$ cat src/hw/dmd_pkg.sv
// Purpose: Shared constants and types for the data-memory decoder and low I/O bank.
// Assumes: Page zero only; 8-bit word address, 4-bit data words.
// Notes:   All offsets, field positions, reset values and timer taps live here.
package dmd_pkg;

   // ----------------------------------------------------------------
   // Sizes
   // ----------------------------------------------------------------
   localparam int ADDR_W     = 8;
   localparam int DATA_W     = 4;
   localparam int MEM_DEPTH  = 256;
   localparam int DISP_AW    = 6;
   localparam int DISP_WORDS = 48;
   localparam int IO_WORDS   = 13;
   localparam int TOTAL_WORDS = 205;

   // ----------------------------------------------------------------
   // Row map (high address nibble)
   // ----------------------------------------------------------------
   localparam logic [3:0] IO_ROW_LO      = 4'h7;
   localparam logic [3:0] IO_ROW_HI      = 4'hF;
   localparam logic [3:0] RAM_ROW_LAST   = 4'h6;
   localparam logic [3:0] RAM2_ROW_FIRST = 4'h8;
   localparam logic [3:0] RAM2_ROW_LAST  = 4'h9;
   localparam logic [3:0] DISP_ROW_FIRST = 4'h4;
   localparam logic [3:0] DISP_ROW_LAST  = 4'h6;
   localparam logic [3:0] UPPER_ROW_ADD  = 4'h8;
   localparam logic [7:0] DISP_BASE_LO   = 8'h40;
   localparam logic [7:0] DISP_BASE_HI   = 8'hC0;

   // ----------------------------------------------------------------
   // Register offsets
   // ----------------------------------------------------------------
   localparam logic [7:0] TIMER_STAGES_OFF = 8'h70;
   localparam logic [7:0] PIN_LEVELS_OFF   = 8'h73;
   localparam logic [7:0] IN_IRQ_EN_OFF    = 8'h75;
   localparam logic [7:0] LCD_TMR_EN_OFF   = 8'h78;
   localparam logic [7:0] TMR_FLAGS_OFF    = 8'h79;
   localparam logic [7:0] IN_FLAG_OFF      = 8'h7A;

   // ----------------------------------------------------------------
   // Field positions and reset values
   // ----------------------------------------------------------------
   localparam int LCD_STATIC_BIT = 3;
   localparam int SLOW_BIT       = 2;
   localparam int MID_BIT        = 1;
   localparam int FAST_BIT       = 0;
   localparam int IN_FLAG_BIT    = 2;

   localparam logic [3:0] TIMER_STAGES_RST = 4'h0;
   localparam logic [3:0] IN_IRQ_EN_RST    = 4'h0;
   localparam logic [3:0] LCD_TMR_EN_RST   = 4'h0;
   localparam logic [2:0] TMR_FLAGS_RST    = 3'h0;
   localparam logic       IN_FLAG_RST      = 1'b0;

   // ----------------------------------------------------------------
   // Clock timer taps: bit b of the count toggles at PERIPH_HZ / 2^(b+1)
   // ----------------------------------------------------------------
   localparam int PERIPH_HZ  = 65536;
   localparam int TMR_CNT_W  = 15;
   localparam int TAP_2HZ    = 14;
   localparam int TAP_4HZ    = 13;
   localparam int TAP_8HZ    = 12;
   localparam int TAP_16HZ   = 11;
   localparam int TAP_32HZ   = 10;
   localparam logic [TMR_CNT_W-1:0] TMR_CNT_RST = 15'h0000;

   // ----------------------------------------------------------------
   // Types
   // ----------------------------------------------------------------
   typedef struct packed {
      logic [ADDR_W-1:0] addr;
      logic              rd;
      logic              wr;
      logic [DATA_W-1:0] wdata;
   } dmd_cpu_req_t;

   typedef struct packed {
      logic slow;
      logic mid;
      logic fast;
   } dmd_tmr_evt_t;

   typedef enum logic [1:0] {
      DMD_RGN_NONE,
      DMD_RGN_RAM,
      DMD_RGN_DISP,
      DMD_RGN_IO
   } dmd_region_t;

endpackage

$ cat src/hw/dmd_decode.sv
// Purpose: Data-memory address decoder and low I/O register bank.
// Assumes: CPU requests come from logic on core_clk; input pins are asynchronous.
// Notes:   Read data return two edges after the request.
//
// What this block does
// RL1: Decode 205 words: 48 display, 13 I/O, rest RAM.
// RL2: Display window sits at 40H-6FH or C0H-EFH by build option.
// RL3: Lower placement overlays RAM and is readable and writable.
// RL4: Upper placement is write only; reads there return zero.
// RL5: Software keeps away from unused or unlisted addresses.
// RL6: Timer register is read-only stage bits 2/4/8/16 Hz, cleared at reset.
// RL7: Input register reads live pin levels, read-only, no reset value.
// RL8: Input interrupt enables, one per pin, read/write, reset clear.
// RL9: LCD static select plus 2/8/32 Hz timer enables, reset clear.
// RL10: Timer event flags for 2/8/32 Hz in low three bits, read-only.
// RL11: Input event flag in bit two; other bits read zero.
// RL12: Every event flag clears when the CPU reads it.
// RL13: Unused bits of implemented registers read zero.
// RL14: Writes to read-only bits are ignored.
// RL15: Rows 7 and F go to the I/O bank, other populated rows to RAM.
`timescale 1ns/1ps
module dmd_decode #(
   parameter bit DISP_UPPER = 1'b0
) (
   input  wire logic                          core_clk,
   input  wire logic                          rst_b,
   input  dmd_pkg::dmd_cpu_req_t              cpu_req,
   output logic      [dmd_pkg::DATA_W-1:0]    cpu_rdata_ff,
   output logic                               cpu_rvalid_ff,
   input  wire logic [3:0]                    input_pins,
   input  wire logic                          peripheral_clock,
   input  wire logic [dmd_pkg::DISP_AW-1:0]   lcd_rd_addr,
   output logic      [dmd_pkg::DATA_W-1:0]    lcd_rd_data_ff,
   output logic                               lcd_static_select_ff,
   output logic                               timer_irq_req_ff,
   output logic                               input_irq_req_ff
);
   import dmd_pkg::*;

   // ----------------------------------------------------------------
   // Decode helpers
   // ----------------------------------------------------------------
   function automatic logic is_disp_row(input logic [3:0] row);
      logic [3:0] lo;
      lo = DISP_UPPER ? (row - UPPER_ROW_ADD) : row;
      if (DISP_UPPER && row < UPPER_ROW_ADD) begin
         return 1'b0;
      end
      return (lo >= DISP_ROW_FIRST) && (lo <= DISP_ROW_LAST);               // RL2
   endfunction

   function automatic dmd_region_t region_of(input logic [ADDR_W-1:0] a);
      logic [3:0] row;
      row = a[7:4];
      if (row == IO_ROW_LO || row == IO_ROW_HI) begin
         return DMD_RGN_IO;                                                  // RL15
      end else if (is_disp_row(row)) begin
         return DMD_RGN_DISP;                                                // RL1
      end else if (row <= RAM_ROW_LAST) begin
         return DMD_RGN_RAM;                                                 // RL15
      end else if (row >= RAM2_ROW_FIRST && row <= RAM2_ROW_LAST) begin
         return DMD_RGN_RAM;                                                 // RL15
      end else begin
         return DMD_RGN_NONE;                                                // RL5
      end
   endfunction

   // ----------------------------------------------------------------
   // Input pin synchroniser
   // ----------------------------------------------------------------
   logic [3:0] pins_meta_ff;
   logic [3:0] pins_sync_ff;
   logic [3:0] pins_prev_ff;

   always_ff @(posedge core_clk) begin
      pins_meta_ff <= input_pins;
      pins_sync_ff <= pins_meta_ff;
      pins_prev_ff <= pins_sync_ff;
   end

   // ----------------------------------------------------------------
   // Clock timer
   // ----------------------------------------------------------------
   logic [3:0]   timer_stages;
   dmd_tmr_evt_t tmr_evt;

   dmd_timer u_timer (
      .core_clk  (core_clk),
      .rst_b     (rst_b),
      .tick_en   (peripheral_clock),
      .stages_ff (timer_stages),
      .evt_ff    (tmr_evt)
   );

   // ----------------------------------------------------------------
   // Request decode
   // ----------------------------------------------------------------
   dmd_region_t req_rgn;
   logic        io_wr;
   logic        io_rd;
   logic        mem_wr;
   logic        disp_readable;

   assign req_rgn       = region_of(cpu_req.addr);
   assign io_wr         = cpu_req.wr && (req_rgn == DMD_RGN_IO);
   assign io_rd         = cpu_req.rd && (req_rgn == DMD_RGN_IO);
   assign disp_readable = !DISP_UPPER;                                       // RL3 RL4

   // Both RAM and display writes go to the one store; upper display is write only.
   assign mem_wr = cpu_req.wr && (req_rgn == DMD_RGN_RAM || req_rgn == DMD_RGN_DISP); // RL3 RL4

   // ----------------------------------------------------------------
   // Word store
   // ----------------------------------------------------------------
   logic [DATA_W-1:0] mem_rdata;
   logic [ADDR_W-1:0] lcd_mem_addr;

   assign lcd_mem_addr = (DISP_UPPER ? DISP_BASE_HI : DISP_BASE_LO) + {2'b00, lcd_rd_addr};

   dmd_mem u_mem (
      .core_clk    (core_clk),
      .wr_en       (mem_wr),
      .wr_addr     (cpu_req.addr),
      .wr_data     (cpu_req.wdata),
      .rd_addr     (cpu_req.addr),
      .rd_data_ff  (mem_rdata),
      .lcd_addr    (lcd_mem_addr),
      .lcd_data_ff (lcd_rd_data_ff)
   );

   // ----------------------------------------------------------------
   // Read/write control registers
   // ----------------------------------------------------------------
   logic [3:0] in_irq_en_ff;
   logic [3:0] lcd_tmr_en_ff;

   always_ff @(posedge core_clk) begin
      if (!rst_b) begin
         in_irq_en_ff <= IN_IRQ_EN_RST;                                      // RL8
      end else if (io_wr && cpu_req.addr == IN_IRQ_EN_OFF) begin
         in_irq_en_ff <= cpu_req.wdata;                                      // RL8
      end
   end

   always_ff @(posedge core_clk) begin
      if (!rst_b) begin
         lcd_tmr_en_ff <= LCD_TMR_EN_RST;                                    // RL9
      end else if (io_wr && cpu_req.addr == LCD_TMR_EN_OFF) begin
         lcd_tmr_en_ff <= cpu_req.wdata;                                     // RL9
      end
   end

   always_ff @(posedge core_clk) begin
      if (!rst_b) begin
         lcd_static_select_ff <= 1'b0;
      end else begin
         lcd_static_select_ff <= lcd_tmr_en_ff[LCD_STATIC_BIT];              // RL9
      end
   end

   // Writes to the timer, pin level and flag registers have no path here.  RL14

   // ----------------------------------------------------------------
   // Event flags
   // ----------------------------------------------------------------
   logic [2:0] tmr_flags_ff;
   logic       in_flag_ff;
   logic [2:0] tmr_set;
   logic       in_set;
   logic       tmr_clr;
   logic       in_clr;

   assign tmr_set = {tmr_evt.slow, tmr_evt.mid, tmr_evt.fast};
   assign in_set  = |(pins_sync_ff & ~pins_prev_ff & in_irq_en_ff);
   assign tmr_clr = io_rd && (cpu_req.addr == TMR_FLAGS_OFF);                // RL12
   assign in_clr  = io_rd && (cpu_req.addr == IN_FLAG_OFF);                  // RL12

   // A set arriving in the same cycle as a read-clear survives the clear.
   always_ff @(posedge core_clk) begin
      if (!rst_b) begin
         tmr_flags_ff <= TMR_FLAGS_RST;                                      // RL10
      end else begin
         tmr_flags_ff <= (tmr_clr ? 3'b000 : tmr_flags_ff) | tmr_set;        // RL10 RL12
      end
   end

   always_ff @(posedge core_clk) begin
      if (!rst_b) begin
         in_flag_ff <= IN_FLAG_RST;                                          // RL11
      end else begin
         in_flag_ff <= (in_clr ? 1'b0 : in_flag_ff) | in_set;                // RL11 RL12
      end
   end

   // ----------------------------------------------------------------
   // Interrupt requests to the core
   // ----------------------------------------------------------------
   logic [2:0] tmr_en;

   assign tmr_en = lcd_tmr_en_ff[SLOW_BIT:FAST_BIT];

   always_ff @(posedge core_clk) begin
      if (!rst_b) begin
         timer_irq_req_ff <= 1'b0;
         input_irq_req_ff <= 1'b0;
      end else begin
         timer_irq_req_ff <= |(tmr_flags_ff & tmr_en);                       // RL9
         input_irq_req_ff <= in_flag_ff;                                     // RL8
      end
   end

   // ----------------------------------------------------------------
   // I/O read mux
   // ----------------------------------------------------------------
   logic [DATA_W-1:0] io_rdata;

   always_comb begin
      io_rdata = 4'h0;                                                       // RL13
      if (cpu_req.addr == TIMER_STAGES_OFF) begin
         io_rdata = timer_stages;                                            // RL6
      end else if (cpu_req.addr == PIN_LEVELS_OFF) begin
         io_rdata = pins_sync_ff;                                            // RL7
      end else if (cpu_req.addr == IN_IRQ_EN_OFF) begin
         io_rdata = in_irq_en_ff;                                            // RL8
      end else if (cpu_req.addr == LCD_TMR_EN_OFF) begin
         io_rdata = lcd_tmr_en_ff;                                           // RL9
      end else if (cpu_req.addr == TMR_FLAGS_OFF) begin
         io_rdata = {1'b0, tmr_flags_ff};                                    // RL10 RL13
      end else if (cpu_req.addr == IN_FLAG_OFF) begin
         io_rdata = {1'b0, in_flag_ff, 2'b00};                               // RL11 RL13
      end
   end

   // ----------------------------------------------------------------
   // Read pipeline
   // ----------------------------------------------------------------
   // Stage one holds the I/O value sampled at the request edge, so a
   // read-clear flag returns its value from before the clear.
   logic              rd_pend_ff;
   logic              rd_from_mem_ff;
   logic [DATA_W-1:0] io_rd_ff;
   logic              nxt_from_mem;

   assign nxt_from_mem = (req_rgn == DMD_RGN_RAM)
                      || (req_rgn == DMD_RGN_DISP && disp_readable);         // RL3 RL4

   always_ff @(posedge core_clk) begin
      if (!rst_b) begin
         rd_pend_ff     <= 1'b0;
         rd_from_mem_ff <= 1'b0;
         io_rd_ff       <= 4'h0;
      end else begin
         rd_pend_ff     <= cpu_req.rd;
         rd_from_mem_ff <= cpu_req.rd && nxt_from_mem;
         io_rd_ff       <= io_rd ? io_rdata : 4'h0;                          // RL5
      end
   end

   always_ff @(posedge core_clk) begin
      if (!rst_b) begin
         cpu_rvalid_ff <= 1'b0;
         cpu_rdata_ff  <= 4'h0;
      end else begin
         cpu_rvalid_ff <= rd_pend_ff;
         if (rd_pend_ff) begin
            cpu_rdata_ff <= rd_from_mem_ff ? mem_rdata : io_rd_ff;
         end
      end
   end

endmodule

$ cat src/hw/dmd_mem.sv
// Purpose: Word store for RAM and display memory, one write and two read ports.
// Assumes: Single clock; read data appear one edge after the request.
// Notes:   Contents are undefined after reset, as the store has no reset.
`timescale 1ns/1ps
module dmd_mem (
   input  wire logic                          core_clk,
   input  wire logic                          wr_en,
   input  wire logic [dmd_pkg::ADDR_W-1:0]    wr_addr,
   input  wire logic [dmd_pkg::DATA_W-1:0]    wr_data,
   input  wire logic [dmd_pkg::ADDR_W-1:0]    rd_addr,
   output logic      [dmd_pkg::DATA_W-1:0]    rd_data_ff,
   input  wire logic [dmd_pkg::ADDR_W-1:0]    lcd_addr,
   output logic      [dmd_pkg::DATA_W-1:0]    lcd_data_ff
);
   import dmd_pkg::*;

   logic [DATA_W-1:0] mem [MEM_DEPTH];

   always_ff @(posedge core_clk) begin
      if (wr_en) begin
         mem[wr_addr] <= wr_data;
      end
   end

   always_ff @(posedge core_clk) begin
      rd_data_ff <= mem[rd_addr];
   end

   // The display port is separate so panel refresh never steals CPU cycles.
   always_ff @(posedge core_clk) begin
      lcd_data_ff <= mem[lcd_addr];
   end
endmodule

$ cat src/hw/dmd_timer.sv
// Purpose: Clock timer count, stage bits and 2/8/32 Hz event pulses.
// Assumes: tick_en is a one-cycle pulse per peripheral clock period.
// Notes:   Events mark the falling edge of the 2, 8 and 32 Hz taps, one core cycle wide.
`timescale 1ns/1ps
module dmd_timer (
   input  wire logic                 core_clk,
   input  wire logic                 rst_b,
   input  wire logic                 tick_en,
   output logic [3:0]                stages_ff,
   output dmd_pkg::dmd_tmr_evt_t     evt_ff
);
   import dmd_pkg::*;

   logic [TMR_CNT_W-1:0] cnt_ff;
   logic [TMR_CNT_W-1:0] nxt_cnt;

   assign nxt_cnt = cnt_ff + 15'h0001;

   always_ff @(posedge core_clk) begin
      if (!rst_b) begin
         cnt_ff <= TMR_CNT_RST;
      end else if (tick_en) begin
         cnt_ff <= nxt_cnt;
      end
   end

   always_ff @(posedge core_clk) begin
      if (!rst_b) begin
         stages_ff <= TIMER_STAGES_RST;                                        // RL6
      end else begin
         stages_ff <= {cnt_ff[TAP_2HZ], cnt_ff[TAP_4HZ], cnt_ff[TAP_8HZ], cnt_ff[TAP_16HZ]}; // RL6
      end
   end

   always_ff @(posedge core_clk) begin
      if (!rst_b) begin
         evt_ff <= '0;
      end else begin
         evt_ff.slow <= tick_en & cnt_ff[TAP_2HZ]  & ~nxt_cnt[TAP_2HZ];
         evt_ff.mid  <= tick_en & cnt_ff[TAP_8HZ]  & ~nxt_cnt[TAP_8HZ];
         evt_ff.fast <= tick_en & cnt_ff[TAP_32HZ] & ~nxt_cnt[TAP_32HZ];
      end
   end
endmodule

$ cat config.mk
export PLATFORM = sky130hd
export DESIGN_NAME = dmd_decode
export DESIGN_NICKNAME = d
export VERILOG_FILES = /design/src/hw/dmd_pkg.sv /design/src/hw/dmd_decode.sv /design/src/hw/dmd_mem.sv /design/src/hw/dmd_timer.sv
export SDC_FILE = /design/constraint.sdc
export NUM_CORES = 1
export LEC_CHECK = 0
export BUFFER_PORTS_ARGS = -buffer_cell sky130_fd_sc_hd__buf_4
export CORE_ASPECT_RATIO = 0.8
export CORE_MARGIN = 5
export CORE_UTILIZATION = 30
export DETAILED_ROUTE_END_ITERATION = 10
export SYNTH_ARGS = -nofsm -noshare
export SYNTH_HDL_FRONTEND = slang
export SYNTH_SLANG_ARGS = --single-unit
$ cat constraint.sdc
create_clock -name core_clk -period 4.5 [get_ports core_clk]
set_clock_uncertainty 0.1 [all_clocks]
set_input_delay 0.9 -clock core_clk [delete_from_list [all_inputs] [get_ports core_clk]]
set_output_delay 0.9 -clock core_clk [all_outputs]
set_load 0.01 [all_outputs]
==> impl_metrics.toml <==
[status]
status = "finished, final reports clean"

[clock_network]
clkTransAtPathRegs_ns = 0.06
post-cts-setup-buffers = 0
root_buffer = "clkbuf_16"
clock-sinks = 1092
cts_buffers = 106
htreeDepth = 3
cts_resized = 0
insertion_delay_ns = 0.72
clockBufferDepth = 3
cts_tree = "done"
holdBufCountCts = 0

[power_and_ir_drop]
peakVddDrop_mv = 0.282
total_power_uw = 22400
p_per_area_nw_per_um2 = 424
leakage_uw = 0.0175

[drt]
final_antenna_net_count = 0
routed_wl_um = 104000
drt_iter0_markers = 2329
firstDrtPassIters = 5
wl_per_cell_um = 21.5
num_vias = 23000
drc = 0
vias_per_cell = 4.75

[floorplanning]
ios = 39
dieArea_um2 = 156000
fp.dieH_um = 354
placeableCoreArea_um2 = 147000
dieWidth_um = 440
std_cell_rows = 126
start_util = 0.301

[critical_path]
critPathKind = "in -> reg"
r2r_cells = 7
cp_max_fo = 38
cp.arrival_ns = 3.86
critPathLaunchType = "input port"
worstSetupEndpointType = "register"
worst-path-buf-inv = 3
cp_cell_sequence = "buf_8 -> buf_4 -> mux4_2 -> o21ai_0 -> buf_4 -> a211oi_1 -> a221oi_1 -> a311oi_1 -> a31o_1"
crit_slowest_cell = "a221oi_1"
critPathRequiredTime_ns = 4.99
critical_path.top_delay_family = "compound AO/OA/AOI/OAI gates"
path_depth = 9
crit_top_cell = "buf_4"
cp_slowest_stage_delay_ns = 0.61

[hold_path]
min_path_type = "in -> reg"
hold_depth = 1

[sta]
slew_headroom = 0.325
fin_ws_ns = 1.14
hold_viol_final = 0
hold_slack_ns = 0.204
fmax_mhz = 297
fin_setup_tns_ns = 0
slew_viol_final = 0
rsz0062_at_grt = "no"
setup_viol = 0
period_needed_ns = 3.36
min_period_over_period = 0.747
worst_pin_slew_ns = 1.01

[final_layout]
nNetsFinal = 2802
syn2layout_area_growth_pct = 19.1
diodes = 0
drive_gt1_frac = 0.238

[synthesis]
syn_area_per_cell_um2 = 20.2
ys.flop_type = "edfxtp_1"
synth_warnings = 0
syn_area_um2 = 44300
synth_edf_count = 1024
async_reset_ff_frac = 0
ys_ff_latch = 1092
ys_types = 72
synth_cells = 2200
yosysSeqAreaShare = 0.724

[placed_design]
gp_congestion = 0.802
dp_slack_ns = 0.465
port_buffers = 38
dp_hpwl_um = 67000

[global_route]
grt_first_pass_wirelength_um = 154000
grt_pass1_vias = 23100
antenna_found_initial = 2
grt-ovfl-total = 0
grt_max_degree = 139
grtUsageTotal = 0.133

[job]
drv_cap = 0
[kinds of logic after synthesis]
family          count (synthesis)  synth area share
flops                        1092             0.724
simple gates                  398            0.0424
mux                           386             0.184
compound gates                173            0.0283
buf+inv                       137            0.0186
xor+xnor                       12           0.00237
fa+ha+maj                       1          0.000282
other cells                     1         0.0000846
[registers in the layout, summed over array words and instances (netlist names), 3 cells and up]
register,cells
u_mem.mem,1024
u_timer.cnt_ff,15
cpu_rdata_ff,4
in_irq_en_ff,4
io_rd_ff,4
lcd_tmr_en_ff,4
pins_meta_ff,4
pins_prev_ff,4
pins_sync_ff,4
u_mem.lcd_data_ff,4
u_mem.rd_data_ff,4
u_timer.stages_ff,4
tmr_flags_ff,3
u_timer.evt_ff,3
[layer usage]
| metal | global-route usage | routed length (um) |
|---|---|---|
| met4 | 0.0386 | 2630 |
| met5 | 0 | 0 |
| met1 | 0.191 | 45700 |
| met2 | 0.198 | 46700 |
| met3 | 0.0337 | 9350 |
[through the flow]
step	area, um2	util	instances
after floorplan	46000	-	2647
after global placement	49100	0.334	4650
after detailed placement	49100	0.334	4650
after CTS	52800	0.358	4849
after global routing	52800	0.358	4849
final	52800	0.358	4849
[where the power goes]
part / internal (uW) / total, uW / switching, uW
registers: 11500 / 11600 / 112
clock network: 5500 / 9340 / 3840
logic: 614 / 1430 / 816
total: 17600 / 22400 / 4770
[final timing paths]
check | from | to | slack, ns
min reg2reg | pins_meta_ff[1]$_DFF_P_ | pins_sync_ff[1]$_DFF_P_ | 0.23
max | cpu_req[6] | u_mem.rd_data_ff[3]$_DFF_P_ | 1.14
min | input_pins[2] | pins_meta_ff[2]$_DFF_P_ | 0.20
max reg2reg | u_mem.mem[187][3]$_DFFE_PP_ | u_mem.rd_data_ff[3]$_DFF_P_ | 1.78
[Yosys cell counts (4+ instances only)]
| cell | number | share of area |
|---|---|---|
| a211oi_1 | 5 | 0.00085 |
| a21boi_0 | 6 | 0.0010 |
| a21oi_1 | 19 | 0.0021 |
| a221oi_1 | 7 | 0.0014 |
| a22o_1 | 6 | 0.0012 |
| a22oi_1 | 27 | 0.0046 |
| a311oi_1 | 5 | 0.00099 |
| a31oi_1 | 5 | 0.00071 |
| a32oi_1 | 5 | 0.00099 |
| and2_1 | 25 | 0.0035 |
| and3_1 | 9 | 0.0013 |
| buf_1 | 6 | 0.00051 |
| buf_2 | 38 | 0.0043 |
| buf_4 | 22 | 0.0037 |
| buf_6 | 16 | 0.0041 |
| clkbuf_1 | 46 | 0.0039 |
| dfxtp_1 | 68 | 0.031 |
| edfxtp_1 | 1024 | 0.69 |
| mux2_2 | 13 | 0.0033 |
| mux2i_1 | 33 | 0.0075 |
| mux4_2 | 338 | 0.17 |
| nand2_1 | 85 | 0.0072 |
| nand3_1 | 23 | 0.0026 |
| nand3b_1 | 9 | 0.0015 |
| nand4_1 | 10 | 0.0014 |
| nor2_1 | 166 | 0.014 |
| nor2b_1 | 19 | 0.0027 |
| nor3_1 | 12 | 0.0014 |
| nor3b_1 | 6 | 0.0010 |
| o2111ai_1 | 5 | 0.00099 |
| o211a_1 | 4 | 0.00090 |
| o211ai_1 | 5 | 0.00085 |
| o21ai_0 | 10 | 0.0011 |
| o221ai_1 | 7 | 0.0014 |
| o22ai_1 | 38 | 0.0054 |
| or3_1 | 6 | 0.00085 |
| or3b_2 | 7 | 0.0014 |
| xnor2_1 | 8 | 0.0016 |
| xor2_1 | 4 | 0.00079 |
[worst reg2reg max path, delay by kind of cell (launching register included)]
family / cells / cell delay [ns]
compound gates: 5 / 1.43
buf+inv: 1 / 0.20
flops: 1 / 0.36
mux: 1 / 0.52
[final cells by class]
cell class / instances / area, um2
fillers: 13800 / 94500
flip-flops and latches: 1092 / 32100
multi-input cells: 1418 / 13100
clock buffers: 133 / 2870
well taps: 1984 / 2480
repair buffers: 151 / 1430
clock inverters: 66 / 787
inverters: 5 / 18.8
[cell usage in the layout, fill, tap and decap left out, types with 10 or more instances in the layout]
master	count
clkinv_1	22
o21ai_0	10
buf_4	123
nand4_1	10
a21oi_1	19
clkbuf_16	108
nor2b_1	17
bufinv_16	17
nand2_1	85
clkbuf_1	13
mux2_2	13
dfxtp_1	68
mux2i_1	33
buf_12	21
edfxtp_1	1024
nand3_1	23
conb_1	448
mux4_2	338
clkinv_2	15
a22oi_1	27
nor3_1	12
and2_1	25
o22ai_1	38
nor2_1	166
Note: power is estimated with default switching activity, not from simulation.
